<file path="src/verilog/fag_defines.vh">
`ifndef FAG_DEFINES_VH
`define FAG_DEFINES_VH
// Control register indices (word index, byte offset / 2)
`define FAG_REG_CTL1      2'h0
`define FAG_REG_CTL2      2'h1
`define FAG_REG_CTL3      2'h2
`define FAG_REG_CTL4      2'h3
// Password bytes
`define FAG_KEY_WRITE     8'hA5
`define FAG_KEY_READ      8'h96
// Self-jump opcode served while flash is unreadable
`define FAG_SELF_JUMP     16'h3FFF
// Control 1 fields
`define FAG_C1_BLOCK_WRITE_SELECT     7
`define FAG_C1_WRT        6
`define FAG_C1_SWRT       5
`define FAG_C1_MERAS      2
`define FAG_C1_ERASE      1
`define FAG_C1_MASK       8'hE6
// Control 3 fields
`define FAG_C3_LOCKA      6
`define FAG_C3_EMERGENCY_EXIT_BIT       5
`define FAG_C3_LOCK       4
`define FAG_C3_WAIT       3
`define FAG_C3_ACCV       2
`define FAG_C3_PASSWORD_VIOLATION_FLAG       1
`define FAG_C3_BUSY       0
// Control 4 fields
`define FAG_C4_LOCKINFO   7
`define FAG_C4_MARGIN_READ_ONE       5
`define FAG_C4_MARGIN_READ_ZERO       4
`define FAG_C4_VPE        0
`define FAG_C4_MASK       8'hB0
// Write mode codes (block-write, write)
`define FAG_WM_RSVD       2'h0
`define FAG_WM_WORD       2'h1
`define FAG_WM_LONG       2'h2
`define FAG_WM_BLOCK      2'h3
// Erase mode codes (mass, erase)
`define FAG_EM_NONE       2'h0
`define FAG_EM_SEGMENT    2'h1
`define FAG_EM_BANK       2'h2
`define FAG_EM_MASS       2'h3
`endif

</file>
<file path="src/verilog/fag_controller.v">
// Behaviour
// [RULE1] CPU flash write while RAM-op busy violates
// [RULE2] Write without selected mode sets violation
// [RULE3] Flash-started write stalls fetch until idle
// [RULE4] Bank erase: erased bank reads 3FFF
// [RULE5] Bank erase: erased bank fetches 3FFF
// [RULE6] Bank erase: writes dropped, violation set
// [RULE7] Segment erase or write: 3FFF, writes violate
// [RULE8] Block wait=0 access aborts, locks, violates
// [RULE9] Block wait=1: reads 3FFF, writes accepted
// [RULE10] Interrupts suppressed while operation in progress
// [RULE11] Emergency exit aborts, clears control, locks
// [RULE12] Emergency exit for RAM ops, busy clears
// [RULE13] Bank erase from other bank exitable
// [RULE14] Margin read one/zero; one wins if both
// [RULE15] Margin read off during fetches
// [RULE16] CPU uses word access with key
// [RULE17] Bad key sets password flag, soft reset
// [RULE18] Control reads return 96 upper byte
// [RULE19] Control-1 write while busy violates, block exception
// [RULE20] Control-2 write busy violates; reads never do
// [RULE21] Enabled violation flag requests NMI, sticky
// [RULE22] Software runs block writes from RAM
// [RULE23] Write mode decode 00/01/10/11
// [RULE24] Lock during block wait=1 ends block normally
// [RULE25] Locked controller rejects program and erase
`timescale 1ns/1ps
`include "fag_defines.vh"

module fag_controller #(
    parameter ADDR_W = 16
) (
    // Clock, reset, enable
    input  wire              CLK,
    input  wire              RST_N,
    input  wire              CE,
    // Control register port (word accesses)
    input  wire              REG_WR,
    input  wire              REG_RD,
    input  wire [1:0]        REG_IDX,
    input  wire [15:0]       REG_WDATA,
    output reg  [15:0]       REG_RDATA,
    // CPU flash access
    input  wire              FL_RD,
    input  wire              FL_WR,
    input  wire              FL_FETCH,
    input  wire              FL_FROM_FLASH,
    input  wire              FL_CODE_IN_ERASED_BANK,
    input  wire              FL_IN_ERASED_BANK,
    input  wire [15:0]       FL_WDATA,
    input  wire [15:0]       ARRAY_RDATA,
    output reg  [15:0]       FL_RDATA,
    output wire              CPU_STALL,
    // Flash array engine
    output wire              PROG_START,
    output reg  [15:0]       PROG_DATA,
    output wire [1:0]        WRITE_MODE,
    output wire [1:0]        ERASE_MODE,
    output wire              ENGINE_ABORT,
    output wire              MARGIN_READ_ONE,
    output wire              MARGIN_READ_ZERO,
    input  wire              ENGINE_DONE,
    input  wire              ENGINE_WORD_READY,
    input  wire              VOLTAGE_ERROR,
    // System side
    input  wire              VIOLATION_IRQ_ENABLE,
    output wire              NMI_REQ,
    output wire              IRQ_SUPPRESS,
    output reg               SYSTEM_SOFT_RESET,
    output wire              BUSY,
    output wire              WAIT_READY
);

    ////////////////////////////////////////////////////////////////////////
    // Operation states
    localparam [2:0] ST_IDLE  = 3'h1;
    localparam [2:0] ST_BUSY  = 3'h2;
    localparam [2:0] ST_ABORT = 3'h4;

    reg [2:0] state;
    reg [7:0] ctl1;
    reg       lock_a;
    reg       lock;
    reg       wait_rdy;
    reg       access_violation_flag;
    reg       password_violation_flag;
    reg [7:0] ctl4;
    reg       from_flash;

    // Mode field decode, used for access classification and engine outputs
    function [1:0] fld;
        input [7:0] c;
        input integer hi;
        begin
            fld = {c[hi], c[hi - 3'h1]};
        end
    endfunction

    wire [1:0] wmode   = fld(ctl1, `FAG_C1_BLOCK_WRITE_SELECT);  // [RULE23]
    wire [1:0] emode   = fld(ctl1, `FAG_C1_MERAS);
    wire       busy    = (state != ST_IDLE);
    wire       blk     = busy && (wmode == `FAG_WM_BLOCK) && (emode == `FAG_EM_NONE);
    wire       bank_er = busy && (emode == `FAG_EM_BANK);
    wire       key_ok  = (REG_WDATA[15:8] == `FAG_KEY_WRITE);
    wire       exit_ok = !from_flash || (bank_er && !FL_CODE_IN_ERASED_BANK);

    ////////////////////////////////////////////////////////////////////////
    // Access classification
    reg        viol;
    reg        blk_abort;
    reg        wr_accept;
    reg        start;
    always @* begin
        viol      = 1'b0;
        blk_abort = 1'b0;
        wr_accept = 1'b0;
        start     = 1'b0;
        if (FL_WR && !busy) begin
            if (wmode == `FAG_WM_RSVD && emode == `FAG_EM_NONE)
                viol = 1'b1;                                  // [RULE2]
            else if (!lock)
                start = 1'b1;                                 // [RULE25]
        end
        if (busy && blk) begin
            if (!wait_rdy && (FL_RD || FL_WR || FL_FETCH)) begin
                viol      = 1'b1;                             // [RULE8]
                blk_abort = 1'b1;
            end else if (wait_rdy && FL_FETCH) begin
                viol      = 1'b1;                             // [RULE8]
                blk_abort = 1'b1;
            end else if (wait_rdy && FL_WR) begin
                wr_accept = 1'b1;                             // [RULE9]
            end
        end else if (busy && FL_WR) begin
            viol = 1'b1;                                      // [RULE1] [RULE6] [RULE7]
        end
        if (REG_WR && key_ok && busy) begin
            if (REG_IDX == `FAG_REG_CTL1 && !(blk && wait_rdy))
                viol = 1'b1;                                  // [RULE19]
            if (REG_IDX == `FAG_REG_CTL2)
                viol = 1'b1;                                  // [RULE20]
        end
    end

    wire emergency_exit_bit_wr = REG_WR && key_ok && REG_IDX == `FAG_REG_CTL3
                   && REG_WDATA[`FAG_C3_EMERGENCY_EXIT_BIT] && exit_ok;
    wire lock_end = REG_WR && key_ok && REG_IDX == `FAG_REG_CTL3
                    && REG_WDATA[`FAG_C3_LOCK] && blk && wait_rdy;

    ////////////////////////////////////////////////////////////////////////
    // Control state and sequencing
    always @(posedge CLK or negedge RST_N) begin
        if (!RST_N) begin
            state                   <= ST_IDLE;
            ctl1                    <= 8'h00;
            lock_a                  <= 1'b1;
            lock                    <= 1'b1;
            wait_rdy                <= 1'b1;
            access_violation_flag   <= 1'b0;
            password_violation_flag <= 1'b0;
            ctl4                    <= 8'h00;
            from_flash              <= 1'b0;
            SYSTEM_SOFT_RESET       <= 1'b0;
            PROG_DATA               <= 16'h0000;
        end else if (CE) begin
            SYSTEM_SOFT_RESET <= 1'b0;
            // Register writes with a bad key only flag and reset
            if (REG_WR && !key_ok) begin
                password_violation_flag <= 1'b1;              // [RULE17]
                SYSTEM_SOFT_RESET       <= 1'b1;              // [RULE17]
            end else if (REG_WR) begin
                case (REG_IDX)
                    `FAG_REG_CTL1: if (!busy || (blk && wait_rdy))
                        ctl1 <= REG_WDATA[7:0] & `FAG_C1_MASK; // [RULE19]
                    `FAG_REG_CTL3: begin
                        if (REG_WDATA[`FAG_C3_LOCKA])
                            lock_a <= ~lock_a;
                        lock <= REG_WDATA[`FAG_C3_LOCK];
                        if (!REG_WDATA[`FAG_C3_PASSWORD_VIOLATION_FLAG])
                            password_violation_flag <= 1'b0;
                    end
                    `FAG_REG_CTL4:
                        ctl4 <= (REG_WDATA[7:0] & `FAG_C4_MASK) | {7'h00, ctl4[`FAG_C4_VPE]
                                & REG_WDATA[`FAG_C4_VPE]};
                    default: ;
                endcase
            end
            // Software clear of the sticky flag; a same-cycle event wins
            if (REG_WR && key_ok && REG_IDX == `FAG_REG_CTL3 && !REG_WDATA[`FAG_C3_ACCV])
                access_violation_flag <= 1'b0;
            if (viol || VOLTAGE_ERROR)
                access_violation_flag <= 1'b1;                // [RULE21]
            if (VOLTAGE_ERROR)
                ctl4[`FAG_C4_VPE] <= 1'b1;
            // Fetch turns margin mode off
            if (FL_FETCH && !FL_RD)
                ctl4[`FAG_C4_MARGIN_READ_ONE:`FAG_C4_MARGIN_READ_ZERO] <= 2'h0;      // [RULE15]
            if (start || wr_accept)
                PROG_DATA <= FL_WDATA;
            case (state)
                ST_IDLE: begin
                    if (start) begin
                        state      <= ST_BUSY;
                        from_flash <= FL_FROM_FLASH;
                        wait_rdy   <= 1'b0;
                    end
                end
                ST_BUSY: begin
                    if (emergency_exit_bit_wr || blk_abort) begin
                        state <= ST_ABORT;                    // [RULE11] [RULE13]
                        ctl1  <= 8'h00;
                        lock  <= 1'b1;                        // [RULE8]
                    end else if (lock_end) begin
                        state    <= ST_IDLE;                  // [RULE24]
                        ctl1[`FAG_C1_BLOCK_WRITE_SELECT] <= 1'b0;
                        wait_rdy <= 1'b0;
                    end else if (ENGINE_DONE && !blk) begin
                        state <= ST_IDLE;
                        ctl1[`FAG_C1_MERAS:`FAG_C1_ERASE] <= `FAG_EM_NONE;
                        wait_rdy <= 1'b1;
                    end else if (blk) begin
                        if (wr_accept)
                            wait_rdy <= 1'b0;
                        else if (ENGINE_WORD_READY)
                            wait_rdy <= 1'b1;
                        if (ENGINE_DONE && !ctl1[`FAG_C1_BLOCK_WRITE_SELECT])
                            state <= ST_IDLE;
                    end
                end
                ST_ABORT: begin
                    if (ENGINE_DONE) begin
                        state    <= ST_IDLE;                  // [RULE12]
                        wait_rdy <= 1'b1;
                    end
                end
                default: state <= ST_IDLE;
            endcase
        end
    end

    ////////////////////////////////////////////////////////////////////////
    // Read data paths
    always @(posedge CLK or negedge RST_N) begin
        if (!RST_N) begin
            REG_RDATA <= 16'h0000;
            FL_RDATA  <= 16'h0000;
        end else if (CE) begin
            if (REG_RD) begin
                case (REG_IDX)
                    `FAG_REG_CTL1: REG_RDATA <= {`FAG_KEY_READ, ctl1};        // [RULE18]
                    `FAG_REG_CTL3: REG_RDATA <= {`FAG_KEY_READ, 1'b0, lock_a, 1'b0,
                                                 lock, wait_rdy, access_violation_flag,
                                                 password_violation_flag, busy}; // [RULE20]
                    `FAG_REG_CTL4: REG_RDATA <= {`FAG_KEY_READ, ctl4};
                    default:       REG_RDATA <= {`FAG_KEY_READ, 8'h00};
                endcase
            end
            if (FL_RD || FL_FETCH) begin
                if (bank_er && !FL_IN_ERASED_BANK)
                    FL_RDATA <= ARRAY_RDATA;                  // [RULE4] [RULE5]
                else if (busy)
                    FL_RDATA <= `FAG_SELF_JUMP;               // [RULE4] [RULE5] [RULE7] [RULE9]
                else
                    FL_RDATA <= ARRAY_RDATA;
            end
        end
    end

    ////////////////////////////////////////////////////////////////////////
    // Outputs
    // Flash-started work holds the CPU; a bank erase from another bank runs on
    assign CPU_STALL        = busy && from_flash && !(bank_er && !FL_CODE_IN_ERASED_BANK); // [RULE3]
    assign PROG_START       = start || wr_accept;
    assign WRITE_MODE       = wmode;
    assign ERASE_MODE       = emode;
    assign ENGINE_ABORT     = (state == ST_ABORT);           // [RULE11]
    assign MARGIN_READ_ONE  = ctl4[`FAG_C4_MARGIN_READ_ONE] && !FL_FETCH;                       // [RULE14]
    assign MARGIN_READ_ZERO = ctl4[`FAG_C4_MARGIN_READ_ZERO] && !ctl4[`FAG_C4_MARGIN_READ_ONE] && !FL_FETCH; // [RULE14]
    assign NMI_REQ          = access_violation_flag && VIOLATION_IRQ_ENABLE; // [RULE21]
    assign IRQ_SUPPRESS     = busy;                           // [RULE10]
    assign BUSY             = busy;
    assign WAIT_READY       = wait_rdy;

endmodule

</file>
<file path="config.mk">
export PLATFORM = sky130hd
export DESIGN_NAME = fag_controller
export DESIGN_NICKNAME = d
export VERILOG_FILES = /design/src/verilog/fag_controller.v
export VERILOG_INCLUDE_DIRS = /design/src /design/src/verilog
export SDC_FILE = /design/constraint.sdc
export NUM_CORES = 1
export LEC_CHECK = 0
export BUFFER_PORTS_ARGS = -buffer_cell sky130_fd_sc_hd__buf_2
export CORE_ASPECT_RATIO = 0.6
export CORE_MARGIN = 3
export CORE_UTILIZATION = 35
export DETAILED_ROUTE_END_ITERATION = 8
export PLACE_DENSITY = 0.72
export REMOVE_ABC_BUFFERS = 1
export SYNTH_ARGS = -nofsm -noshare
export SYNTH_HDL_FRONTEND = slang
export SYNTH_SLANG_ARGS = --single-unit
</file>
<file path="constraint.sdc">
create_clock -name CLK -period 2.3 [get_ports CLK]
set_input_delay 0.115 -clock CLK [delete_from_list [all_inputs] [get_ports CLK]]
set_output_delay 0.115 -clock CLK [all_outputs]
set_load 0.005 [all_outputs]
</file>
# Yosys cells after proc, flatten, opt, wreduce, memory -nomap -nowiden
# Cells that the tools add are included.
[totals]
regBits = 74
input_bits = 65
output_inout_bits = 62
elab_cells = 185
[op_classes]
eq_ne = 20
mux = 68
bitwise_logic = 4
n_reduce_logical = 78
[ops]
columns = ["op", "count"]
rows = [
  ["$mux 1", 43],
  ["$mux 8", 5],
  ["$logic_and 1x1->1", 33],
  ["$mux 16", 2],
  ["$pmux 8 s3", 1],
  ["$mux 3", 7],
  ["$mux 6", 3],
  ["$reduce_and 4->1", 4],
  ["$ne 5x5->1 const B", 3],
  ["$logic_not 1->1", 14],
  ["$reduce_bool 2->1", 7],
  ["$reduce_and 5->1", 2],
  ["$pmux 3 s3", 1],
  ["$eq 2x2->1 const B", 4],
  ["$eq 8x8->1 const B", 1],
  ["$logic_or 1x1->1", 8],
  ["$mux 2", 4],
  ["$or 8x1->8", 1],
  ["$reduce_and 2->1", 4],
  ["$reduce_and 7->1", 1],
  ["$logic_not 2->1", 3],
  ["$ne 2x1->1 const B", 3],
  ["$ne 2x2->1 const B", 3],
  ["$mux 4", 1],
  ["11 further kinds", 12],
]

# Longest topological paths before layout
# Gate-level depths: netlist (run 1).
[depth]
word_depth = 13
depth_mapped = 8
ltp_nobuf = 6

# Worst setup path before layout (run 1)
# Ideal clock, no wire load.
[synth_timing]
kind = "register to register"
startpoint = "register ctl1[1]"
endpoint = "register PROG_DATA[10]"
setup_time_ps = 125
arrival_time_ps = 1788
required_time_ps = 2175
slack_ps = 387
path_stages_with_launch = 9
n_path_buf = 3
period_less_slack_ps = 1913
cell_sequence = "dfrtp_1 > buf_6 > and4bb_1 > buf_4 > nand4b_2 > o21ai_2 > nand2_4 > buf_6 > mux2_4"
[synth_via]
elab_chain_cells = 6
elab_cells_between_ends = 9
classes_between = "mux: 3; reduce/logical: 6"
[synth_lines]
columns = ["item", "line", "text"]
rows = [
  ["start: declaration", "fag_controller.v:81", "reg [7:0] ctl1;"],
  ["start signal: assignment", "fag_controller.v:174", "ctl1 <= REG_WDATA[7:0] & `FAG_C1_MASK;"],
  ["start signal: indexed assignment", "fag_controller.v:219", "ctl1[`FAG_C1_MERAS:`FAG_C1_ERASE] <= `FAG_EM_NONE;"],
  ["$logic_not 2->1 (no line) *", "-", ""],
  ["$logic_and 1x1->1, on equally long branches", "-", ""],
  ["$mux 1 / $logic_and 1x1->1 (equally long branches)", "fag_controller.v:119, fag_controller.v:124", ""],
  ["$mux 1, on equally long branches", "fag_controller.v:118, fag_controller.v:124", ""],
  ["$logic_or 1x1->1 *", "-", ""],
  ["net PROG_START", "fag_controller.v:55", "output wire PROG_START,"],
  ["$reduce_and 2->1 (no line) *", "-", ""],
  ["end signal: assignment", "fag_controller.v:164", "PROG_DATA <= 16'h0000;"],
  ["end signal: assignment", "fag_controller.v:199", "PROG_DATA <= FL_WDATA;"],
  ["end: declaration", "fag_controller.v:56", "output reg [15:0] PROG_DATA,"],
]
# Mark *: on every way through the listed nets, which the timed path passes. The rest lies on a longest branch.
# A chain may end at the register's enable or synchronous reset.

# Final worst setup path (run 1)
[layout_timing]
startpoint = "register wait_rdy, in the netlist WAIT_READY"
endpoint = "register wait_rdy, in the netlist WAIT_READY"
[layout_via]
elab_chain_cells = 11
elab_cells_between_ends = 23
classes_between = "eq/ne: 3; mux: 13; reduce/logical: 7"
[layout_lines]
columns = ["item", "line", "text"]
rows = [
  ["start: declaration", "fag_controller.v:84", "reg wait_rdy;"],
  ["start signal: assignment", "fag_controller.v:158", "wait_rdy <= 1'b1;"],
  ["start signal: assignment", "fag_controller.v:205", "wait_rdy <= 1'b0;"],
  ["start signal: assignment", "fag_controller.v:216", "wait_rdy <= 1'b0;"],
  ["$logic_and 1x1->1", "fag_controller.v:131", "end else if (wait_rdy && FL_WR) begin"],
  ["$mux 1", "fag_controller.v:131", ""],
  ["$mux 1", "fag_controller.v:128", "end else if (wait_rdy && FL_FETCH) begin"],
  ["$mux 1", "fag_controller.v:125", "if (!wait_rdy && (FL_RD || FL_WR || FL_FETCH)) begin"],
  ["$mux 1", "fag_controller.v:124", "if (busy && blk) begin"],
  ["$mux 1", "fag_controller.v:222", "if (wr_accept)"],
  ["$mux 1", "fag_controller.v:221", "end else if (blk) begin"],
  ["$mux 1", "fag_controller.v:217", "end else if (ENGINE_DONE && !blk) begin"],
  ["$mux 1", "fag_controller.v:213", "end else if (lock_end) begin"],
  ["$mux 1", "fag_controller.v:209", "if (emergency_exit_bit_wr || blk_abort) begin"],
  ["$pmux 1 s3", "fag_controller.v:200", "case (state)"],
]
# Parallel ways exist; a longest one is shown, timed or not. The select of a mux whose other input is x is not followed.

==> out/results.ini, run 1 <==
[outcome]
run_status=finished clean

[power_and_ir_drop]
static_power_due_to_leakage_nw=2.16
cellPowerDensity_nw_per_um2=781
design_power_total_w=0.00333
max_vdd_drop_mv=0.336

[timing]
slew_violations=0
setup_total_negative_slack_ns=0
max_freq_mhz=479
worst_slew_pin_slew_ns=1.11
clock_skew_ns=0.00512
finalCriticalPeriod_ns=2.09
hold_ws_ns=0.0150
final.period_utilization_pct=90.7
slew_headroom_pct=25.4
setup_viol=0
hold_viol=0
grt_setup_unrepaired=no

[critical_path]
buffers_plus_inverters_on_the_worst_setup_path=0
cp_common_cell=sky130_fd_sc_hd__o21ba_2
worst_setup_path_end_kind=register
worstPathArrival_ns=2.30
regToRegSetupSlack_ns=0.21
cp_data_required_time_ns=2.52
setup.worst_path.class=register to register
start_kind=register
crit_start=WAIT_READY$_DFFE_PN1P_
worst_r2r_endpoint=WAIT_READY$_DFFE_PN1P_
path_max_fanout=10
crit_path_max_incr_delay_ns=0.63
cell_chain_of_the_critical_path=o21ba_2 > o2111ai_1 > o21ai_2 > o21ba_2 > a211oi_1
ff2ff_path_depth=5
critPathSlowestCell=sky130_fd_sc_hd__dfstp_2
worst_path_dominant_cell_family=compound AO/OA/AOI/OAI gates
timing.rr.start=WAIT_READY$_DFFE_PN1P_

[global_routing]
grt_antenna_before_repair=0
gr-total-overflow=0
grt_first_pass_wirelength_um=13800
overall_global_routing_resource_usage_pct=17.6
first_global_vias=2646
maximum_number_of_pins_on_one_net_before_global_route_repair=64

[synth]
yosysTopAreaCellShare_pct=46.9
synth_edf_count=0
synth.lib_cells_used.distinct=64
synthesis.yosys.warnings=0
largest_area_contributor_in_the_netlist=sky130_fd_sc_hd__dfrtp_1
most_used_flip_flop_cell_after_synthesis=sky130_fd_sc_hd__dfrtp_1
fraction_of_synthesis_flops_using_an_asynchronous_set_or_reset_pin_pct=100
ys_ff_latch=63
synth_cells=275
mapped_cell_area_um2=3150
synth.area.top_cells=sky130_fd_sc_hd__dfrtp_1, sky130_fd_sc_hd__mux2_4, sky130_fd_sc_hd__o22a_1
synth_seq_area_share_pct=50.2
avgSynthCellArea_um2=11.4

[floorplan]
die_height_um=79.5
fp.dieArea_um2=10200
floorplan.die.width_um=128
design.core.area_um2=8620
initial_utilization_pct=36.5
placementRows=26
io_pins=127

[detailed_routing]
wirelength_um=8920
via_count=2699
detail_route.drc_violations=0
avgRoutedWirePerCell_um=16.9
drt_pre_antenna_iters=4
antenna_left=0
drt_iter0_drc=294
post_detailed_route_via_to_cell_ratio=5.12

[place]
dpl.hpwl_um=6430
globalplace.congestion=0.902
cell_total_after_placement=494
port_buffers=121

[clock_network]
ctsResizeCount=0
cts_max_level=3
tritoncts=yes
cts-buffers-inserted=9
post_cts_buffers=0
clk_transition_reported_paths_ns=0.05
cts-hold-fix-buffers=18
cts-root-to-sink-buffers=2
ctsRootBufferMaster=sky130_fd_sc_hd__clkbuf_16
worstSkewPairLatency_ns=0.32
cts_sink_cnt=63

[cells_and_area]
layout-area-overhead-vs-synth_pct=35.6
filler_cell_count=797
fin_cells=527
post_route_cells_drive_above_1_share_pct=42.7
antenna_cells_inserted=0
final-seq-area_um2=1580
multiInputGateArea_um2=1370
final_common_cell=sky130_fd_sc_hd__buf_2
most_used_cells_in_the_layout_excluding_fill_and_tap_cells=sky130_fd_sc_hd__buf_2, sky130_fd_sc_hd__dfrtp_1, sky130_fd_sc_hd__nand2_1
layout.nets=476

[worst_hold_path]
min-delay-start=ARRAY_RDATA[12]
worst_hold_endpoint=FL_RDATA[12]$_DFFE_PN0P_
hold_path_class=input port to register
timing.hold.worst_path_depth=2

[flow_run]
cap_viol_max_count=0

[cell families after synthesis]
logic type	Yosys count	synth area share (%)
and+or+nand+nor	73	14.4
AOI/OAI and AO/OA	72	17.6
buffers and inverters	37	6.56
DFF	63	50.2
muxes	28	10.9
xor gates and xnor gates	1	0.278
other	1	0.119
[power breakdown]
part	leakage, nW	switching (W)	internal, W
combinational	1.24	0.000343	0.000357
clock	0.140	0.000469	0.000807
sequential	0.782	0.000105	0.00125
[worst max-delay path by stage]
stage	cells after the start	slack, ns	end
floorplan	5	0.36	ctl1[7]$_DFFE_PN0P_
global placement	6	0.32	ctl1[3]$_DFFE_PN0P_
detailed placement	6	0.29	ctl1[3]$_DFFE_PN0P_
CTS	5	0.29	WAIT_READY$_DFFE_PN1P_
global route	5	0.08	ctl1[0]$_DFFE_PN0P_
finish	5	0.21	WAIT_READY$_DFFE_PN1P_
[area by class of cell]
cell class                      count  area share [%]
Multi-Input combinational cell    178            32.1
Clock inverter                      3           0.410
Clock buffer                       12            6.24
Tap cell                          112            3.28
Inverter                           12            1.06
Sequential cell                    63            37.1
Timing Repair Buffer              147            19.8
[metal layers]
metal | share of wire [%] | track usage [%]
met1 | 47 | 24.8
met5 | 0 | 0
met2 | 42 | 25.2
met3 | 10 | 6.35
met4 | 0.74 | 5.40
[sequential cells by signal, indices dropped and copies added, names as in the netlist, 3 cells and up]
register and count:
ctl4 4, ctl1 8, PROG_DATA 16, FL_RDATA 16
state 3, REG_RDATA 9
[metrics by stage]
stage / util, % / area (um^2) / worst slack (ns)
floorplan: - / 3000 / 0.355
global placement: 44.1 / 3800 / 0.319
detailed placement: 44.1 / 3800 / 0.287
CTS: 49.5 / 4270 / 0.287
global route: 49.5 / 4270 / 0.0826
finish: 49.5 / 4270 / 0.214
[synth_stat cells, drive strengths merged, types with 2 or more instances]
library cell	instances
a22oi	2
mux2	19
and3	2
dfrtp	59
nand2	21
nor3	2
nor2b	4
a21oi	4
a211oi	3
and3b	2
o2bb2ai	4
nor3b	4
o21a	3
a31o	2
nand3	7
and2	5
nor4bb	3
o21ai	22
inv	12
or3b	2
o32a	2
dfstp	4
o21ba	2
a31oi	2
nand4	3
mux2i	9
and4bb	3
buf	19
o22a	14
nand4b	2
clkbuf	6
nor2	9
nand2b	2
Power figures use the tool's default switching activity.
==> run 2, diff against run 1 <==
--- a/config.mk
+++ b/config.mk
@@ -8,11 +8,11 @@
 export LEC_CHECK = 0
 export BUFFER_PORTS_ARGS = -buffer_cell sky130_fd_sc_hd__buf_2
 export CORE_ASPECT_RATIO = 0.6
-export CORE_MARGIN = 3
 export CORE_UTILIZATION = 35
 export DETAILED_ROUTE_END_ITERATION = 8
 export PLACE_DENSITY = 0.72
 export REMOVE_ABC_BUFFERS = 1
+export SLEW_MARGIN = 20
 export SYNTH_ARGS = -nofsm -noshare
 export SYNTH_HDL_FRONTEND = slang
 export SYNTH_SLANG_ARGS = --single-unit
==> constraint.sdc (replaced) <==
create_clock -name CLK -period 2.3 [get_ports CLK]
set_input_delay 0.69 -clock CLK [delete_from_list [all_inputs] [get_ports CLK]]
set_output_delay 0.69 -clock CLK [all_outputs]
set_load 0.005 [all_outputs]
==> out/results.ini, run 2 (synthesis results as in run 1) <==
[global_routing]
gr-total-overflow=0  ; unchanged
global_route.usage.met3_pct=6.53  ; was 6.35%
maximum_number_of_pins_on_one_net_before_global_route_repair=40  ; was 64
met2_demand_to_capacity_share_in_global_routing_pct=27.6  ; was 25.2%
grt_first_pass_wirelength_um=13500  ; was 13800 um
top_usage_layer=met2  ; unchanged
gr-usage-met1_pct=27.0  ; was 24.8%
first_global_vias=2542  ; was 2646
grt_antenna_before_repair=0  ; unchanged
overall_global_routing_resource_usage_pct=19.1  ; was 17.6%

[detailed_routing]
antenna_left=0  ; unchanged
via_count=2716  ; was 2699
drt_pre_antenna_iters=4  ; unchanged
post_detailed_route_via_to_cell_ratio=5.11  ; was 5.12
avgRoutedWirePerCell_um=16.1  ; was 16.9 um
drt_iter0_drc=215  ; was 294
wirelength_um=8590  ; was 8920 um
detail_route.drc_violations=0  ; unchanged

[place]
port_buffers=121  ; unchanged
dpl.hpwl_um=6460  ; was 6430 um
globalplace.congestion=0.896  ; was 0.902

[timing]
hold_viol=0  ; unchanged
slew_violations=0  ; unchanged
finalCriticalPeriod_ns=2.34  ; was 2.09 ns
clock_skew_ns=0.00479  ; was 0.00512 ns
hold_ws_ns=0.211  ; was 0.0150 ns
slew_headroom_pct=56.7  ; was 25.4%
grt_setup_unrepaired=yes  ; was no
max_freq_mhz=426  ; was 479 MHz
setup_total_negative_slack_ns=-0.0449  ; was 0 ns
final.period_utilization_pct=102  ; was 90.7%
setup_viol=1  ; was 0
worst_slew_pin_slew_ns=0.649  ; was 1.11 ns
setup_ws_ns=-0.0449  ; was 0.214 ns

[power_and_ir_drop]
power_frac_comb_pct=23.8  ; was 21.0%
power_frac_seq_pct=39.3  ; was 40.7%
p_sw_w=0.000951  ; was 0.000918 W
power_frac_clock_pct=37.0  ; was 38.3%
max_vdd_drop_mv=0.325  ; was 0.336 mV
power.share.switching_pct=28.2  ; was 27.5%
static_power_due_to_leakage_nw=2.18  ; was 2.16 nW
cellPowerDensity_nw_per_um2=789  ; was 781 nW/um^2
cellInternalPower_w=0.00242  ; about the same

[floorplan]
io_pins=127  ; unchanged
placementRows=26  ; unchanged
floorplan.die.width_um=124  ; was 128 um
design.core.area_um2=8620  ; unchanged
die_height_um=75.5  ; was 79.5 um
initial_utilization_pct=36.5  ; unchanged
fp.dieArea_um2=9390  ; was 10200 um^2

[critical_path]
timing.rr.start=ctl1[7]$_DFFE_PN0P_  ; was WAIT_READY$_DFFE_PN1P_
regToRegSetupSlack_ns=0.12  ; was 0.21 ns
start_kind=register  ; unchanged
worst_r2r_endpoint=PROG_DATA[1]$_DFFE_PN0P_  ; was WAIT_READY$_DFFE_PN1P_
worst_setup_path_end_kind=primary output  ; was register
cp_data_required_time_ns=1.61  ; was 2.52 ns
ff2ff_path_depth=8  ; was 5
worstPathArrival_ns=1.65  ; was 2.30 ns
crit_start=state[0]$_DFFE_PN1P_  ; was WAIT_READY$_DFFE_PN1P_
setup.worst_path.class=register to primary output  ; was register to register
path_max_fanout=4  ; was 10

[cells_and_area]
layout.nets=480  ; was 476
final_common_cell=sky130_fd_sc_hd__buf_2  ; unchanged
layout-area-overhead-vs-synth_pct=35.9  ; was 35.6%
most_used_cells_in_the_layout_excluding_fill_and_tap_cells=sky130_fd_sc_hd__buf_2, sky130_fd_sc_hd__dfrtp_1, sky130_fd_sc_hd__buf_4  ; was sky130_fd_sc_hd__buf_2, sky130_fd_sc_hd__dfrtp_1, sky130_fd_sc_hd__nand2_1
antenna_cells_inserted=0  ; unchanged
post_route_cells_drive_above_1_share_pct=48.1  ; was 42.7%
filler_cell_count=800  ; was 797
top_flop_regs=FL_RDATA: 16 flops, PROG_DATA: 16 flops, REG_RDATA: 9 flops  ; unchanged

[clock_network]
cts-root-to-sink-buffers=2  ; unchanged
cts-hold-fix-buffers=0  ; was 18
cts_max_level=3  ; unchanged
clk_transition_reported_paths_ns=0.05  ; about the same
ctsRootBufferMaster=sky130_fd_sc_hd__clkbuf_16  ; unchanged
worstSkewPairLatency_ns=0.33  ; was 0.32 ns
cts_sink_cnt=63  ; unchanged
tritoncts=yes  ; unchanged
cts-buffers-inserted=9  ; unchanged

[worst_hold_path]
hold_path_class=input port to asynchronous set/reset pin  ; was input port to register

[flow_run]
cap_viol_max_count=0  ; unchanged

[outcome]
violations=setup timing
run_status=complete, but fails checks  ; was finished clean

[run 2: changes by cell type in the layout (fill, tap and decap cells not counted), sizes merged]
cell,change
clkinv,+1
buf,+22
dlygate4sd3,-18
clkbuf,-1
clkinvlp,+1
[run 2: stage by stage]
step	utilization (%)	power [W]	std cells	area, um^2	setup slack (ns)
final	49.6	0.00337	532	4280	-0.0449
after global routing	49.6	0.00356	532	4280	-0.111
after CTS	49.2	0.00337	529	4240	-0.0355
after detailed placement	45.6	0.00206	509	3930	0.00735
after global placement	45.6	0.00204	509	3930	0.0310
after floorplan	-	0.00169	253	3000	0.131
[run 2: worst max-delay path by stage]
stage                                         end  cells past startpoint
after global routing                   PROG_START                      5
after global placement        ctl4[7]$_DFFE_PN0P_                      5
final                                  PROG_START                      5
after CTS                              PROG_START                      5
after detailed placement      ctl4[7]$_DFFE_PN0P_                      5
after floorplan           FL_RDATA[0]$_DFFE_PN0P_                      4
[run 2: what timing repair did]
action | CTS | global route
endpoints found under the setup margin | 2 | 2
gates cloned | 0 | 0
resized for setup | 2 | 2
buffers inserted | 4 | 3
[run 2: critical path, stage by stage, from the launching register on]
cell                       delay, ns
sky130_fd_sc_hd__dfstp_2        0.53
sky130_fd_sc_hd__nor3b_4        0.29
sky130_fd_sc_hd__buf_6          0.16
sky130_fd_sc_hd__nand4b_1       0.10
sky130_fd_sc_hd__o21ai_2        0.11
sky130_fd_sc_hd__buf_2          0.15
[run 2: final cells by class]
type                       count  area (um^2)  area share, %
multi-input combinational    178         1390           32.4
timing repair buffer         151          847           19.8
clock inverter                 5         33.8          0.790
clock buffer                  11          243           5.67
tap                          112          140           3.28
inverter                      12         45.0           1.05
sequential                    63         1580           37.0
[run 2: routing by layer]
metal  vias to the layer above  part of all wire, %
met4                         0                  1.0
li1                       1268                    -
met3                        10                  9.1
met2                       132                   42
met1                      1306                   48
met5                         -                    0
[run 2: power groups by stage]
stage          sequential (W)  clock [W]  combinational (W)
5_1_grt               0.00134    0.00134           0.000878
6_report              0.00133    0.00125           0.000802
3_5_place_dp          0.00135          0           0.000714
3_3_place_gp          0.00134          0           0.000701
4_1_cts               0.00133    0.00128           0.000769
2_1_floorplan         0.00137          0           0.000320
==> run 3, diff against run 2 <==
--- a/config.mk
+++ b/config.mk
@@ -6,11 +6,13 @@
 export SDC_FILE = /design/constraint.sdc
 export NUM_CORES = 1
 export LEC_CHECK = 0
+export ABC_AREA = 1
 export BUFFER_PORTS_ARGS = -buffer_cell sky130_fd_sc_hd__buf_2
 export CORE_ASPECT_RATIO = 0.6
 export CORE_UTILIZATION = 35
 export DETAILED_ROUTE_END_ITERATION = 8
-export PLACE_DENSITY = 0.72
+export PLACE_DENSITY = 0.71
+export RECOVER_POWER = 100
 export REMOVE_ABC_BUFFERS = 1
 export SLEW_MARGIN = 20
 export SYNTH_ARGS = -nofsm -noshare
==> out/results.ini, run 3 <==
[synth]
synth_seq_area_share_pct=48.0  ; was 50.2%
synth_edf_count=0  ; unchanged
synth.area.top_cells=sky130_fd_sc_hd__dfrtp_1, sky130_fd_sc_hd__nand2_1, sky130_fd_sc_hd__nor2_1  ; was sky130_fd_sc_hd__dfrtp_1, sky130_fd_sc_hd__mux2_4, sky130_fd_sc_hd__o22a_1
fraction_of_synthesis_flops_using_an_asynchronous_set_or_reset_pin_pct=100  ; unchanged
largest_area_contributor_in_the_netlist=sky130_fd_sc_hd__dfrtp_1  ; unchanged
yosys-top-cells-count=sky130_fd_sc_hd__nand2_1, sky130_fd_sc_hd__dfrtp_1, sky130_fd_sc_hd__nor2_1  ; was sky130_fd_sc_hd__dfrtp_1, sky130_fd_sc_hd__nand2_1, sky130_fd_sc_hd__o21ai_0
synth.lib_cells_used.distinct=36  ; was 64
most_used_flip_flop_cell_after_synthesis=sky130_fd_sc_hd__dfrtp_1  ; unchanged
post-synth-top-count-cell=sky130_fd_sc_hd__nand2_1  ; was sky130_fd_sc_hd__dfrtp_1
synthesis.yosys.warnings=0  ; unchanged
mapped_cell_area_um2=3300  ; was 3150 um^2
avgSynthCellArea_um2=8.39  ; was 11.4 um^2
yosysTopAreaCellShare_pct=44.8  ; was 46.9%
ys_ff_latch=63  ; unchanged
synth_cells=393  ; was 275

[cells_and_area]
antenna_cells_inserted=0  ; unchanged
postLayoutCellArea_um2=4190  ; was 4280 um^2
post_route_cells_drive_above_1_share_pct=29.1  ; was 48.1%
layout.nets=581  ; was 480
finalCoreUtilization_pct=45.8  ; was 49.6%
layout-area-overhead-vs-synth_pct=27.2  ; was 35.9%
top_flop_regs=FL_RDATA: 16 flops, PROG_DATA: 16 flops, REG_RDATA: 9 flops  ; unchanged
most_used_cells_in_the_layout_excluding_fill_and_tap_cells=sky130_fd_sc_hd__buf_2, sky130_fd_sc_hd__nand2_1, sky130_fd_sc_hd__dfrtp_1  ; was sky130_fd_sc_hd__buf_2, sky130_fd_sc_hd__dfrtp_1, sky130_fd_sc_hd__buf_4
final_common_cell=sky130_fd_sc_hd__buf_2  ; unchanged

[global_routing]
first_global_vias=2926  ; was 2542
overall_global_routing_resource_usage_pct=19.2  ; was 19.1%
gr-total-overflow=0  ; unchanged
maximum_number_of_pins_on_one_net_before_global_route_repair=64  ; was 40
grt_antenna_before_repair=0  ; unchanged
grt_first_pass_wirelength_um=14500  ; was 13500 um

[timing]
final.period_utilization_pct=95.2  ; was 102%
max_freq_mhz=457  ; was 426 MHz
clock_skew_ns=0.00433  ; was 0.00479 ns
slew_violations=64  ; was 0
worst_slew_pin_slew_ns=1.55  ; was 0.649 ns
finalCriticalPeriod_ns=2.19  ; was 2.34 ns
slew_headroom_pct=-3.15  ; was 56.7%
hold_ws_ns=0.474  ; was 0.211 ns
hold_viol=0  ; unchanged
setup_total_negative_slack_ns=0  ; was -0.0449 ns
setup_viol=0  ; was 1
grt_setup_unrepaired=no  ; was yes

[clock_network]
cts-root-to-sink-buffers=2  ; unchanged
cts_sink_cnt=63  ; unchanged
cts_max_level=3  ; unchanged
tritoncts=yes  ; unchanged
ctsRootBufferMaster=sky130_fd_sc_hd__clkbuf_16  ; unchanged
clk_transition_reported_paths_ns=0.05  ; about the same
worstSkewPairLatency_ns=0.32  ; was 0.33 ns
post_cts_buffers=0  ; was 4
cts-buffers-inserted=9  ; unchanged

[outcome]
run_status=complete, but fails checks  ; unchanged
violations=capacitance limit, slew limit  ; was setup timing

[detailed_routing]
drt_pre_antenna_iters=5  ; was 4
detail_route.drc_violations=0  ; unchanged
wirelength_um=8730  ; was 8590 um
via_count=3053  ; was 2716
avgRoutedWirePerCell_um=13.4  ; was 16.1 um
drt_iter0_drc=137  ; was 215
post_detailed_route_via_to_cell_ratio=4.70  ; was 5.11
antenna_left=0  ; unchanged

[critical_path]
setup.worst_path.class=register to primary output  ; unchanged
path_max_fanout=8  ; was 4
worst_setup_path_end_kind=primary output  ; unchanged
worstPathArrival_ns=1.50  ; was 1.65 ns
timing.rr.start=state[0]$_DFFE_PN1P_  ; was ctl1[7]$_DFFE_PN0P_
crit_start=state[0]$_DFFE_PN1P_  ; unchanged
start_kind=register  ; unchanged
cp_data_required_time_ns=1.61  ; about the same

[place]
dpl.hpwl_um=6480  ; was 6460 um
port_buffers=121  ; unchanged
globalplace.congestion=0.873  ; was 0.896
placement.cell_area_um2=4010  ; was 3930 um^2

[worst_hold_path]
hold_path_class=register to register  ; was input port to asynchronous set/reset pin
min-delay-start=REG_RDATA[4]$_DFFE_PN0P_

[floorplan]
fp.dieArea_um2=9820  ; was 9390 um^2
floorplan.die.width_um=127  ; was 124 um
design.core.area_um2=9160  ; was 8620 um^2
die_height_um=77.2  ; was 75.5 um
placementRows=27  ; was 26
initial_utilization_pct=36.0  ; was 36.5%
io_pins=127  ; unchanged

[power_and_ir_drop]
cellPowerDensity_nw_per_um2=776  ; was 789 nW/um^2
max_vdd_drop_mv=0.373  ; was 0.325 mV
static_power_due_to_leakage_nw=2.22  ; was 2.18 nW

[flow_run]
cap_viol_max_count=1  ; was 0

==> run 3: path summary, 6_finish.rpt <==
path	end	slack (ns)	cells past startpoint
max	PROG_START	0.11	5
min	REG_RDATA[4]$_DFFE_PN0P_	0.47	2
max reg2reg	PROG_DATA[15]$_DFFE_PN0P_	0.21	6
min reg2reg	REG_RDATA[4]$_DFFE_PN0P_	0.47	2
max in group asynchronous	PROG_DATA[13]$_DFFE_PN0P_	0.53	2
min in group asynchronous	SYSTEM_SOFT_RESET$_DFFE_PN0P_	0.84	2
==> run 3: area by class of cell <==
cell class,count,area (um^2)
multi-input combinational,267,1360
sequential,63,1580
tap,130,163
clock buffer,14,284
fill,939,4960
timing repair buffer,130,633
inverter,45,169
==> run 3: stage by stage <==
stage / power [W] / worst slack (ns) / cells
4_1_cts: 0.00333 / 0.0694 / 649
5_1_grt: 0.00346 / 0.0134 / 649
6_report: 0.00325 / 0.110 / 649
3_3_place_gp: 0.00198 / 0.239 / 635
3_5_place_dp: 0.00201 / 0.180 / 635
2_1_floorplan: 0.00165 / 0.474 / 375
==> run 3: what timing repair did <==
action | 4_1_cts | 5_1_grt
hold buffers | 0 | 0
gates resized for setup | 1 | 1
setup endpoints to repair | 1 | 1
==> run 3: metal layers <==
layer  vias up  wire length [um]  global-route usage [%]
met5         -                 0                       0
met4         0                85                    5.95
met3         8               768                    6.42
met2       131              3610                    27.4
met1      1407              4270                    27.2
li1       1507                 -                       -
==> run 3: logic make-up after synthesis <==
family / after synthesis / share of synthesized area, %
AND/OR/NAND/NOR: 190 / 26.0
buffers and inverters: 66 / 9.68
flip-flops: 63 / 48.0
AO/OA/AOI/OAI: 54 / 8.69
multiplexers: 18 / 7.25
XOR/XNOR: 1 / 0.266
other: 1 / 0.114
==> run 3: worst max-delay path: stages (launching register included) <==
cell                      delay, ns
sky130_fd_sc_hd__dfstp_1       0.58
sky130_fd_sc_hd__nand3_4       0.16
sky130_fd_sc_hd__nor2_4        0.13
sky130_fd_sc_hd__nand3_1       0.11
sky130_fd_sc_hd__nand2_2       0.08
sky130_fd_sc_hd__buf_2         0.11
==> run 3: power by group <==
group	switching, W	leakage [nW]	total, W	internal (W)
combinational	0.000395	1.32	0.000653	0.000258
clock	0.000446	0.141	0.00128	0.000834
sequential	0.0000808	0.752	0.00132	0.00124
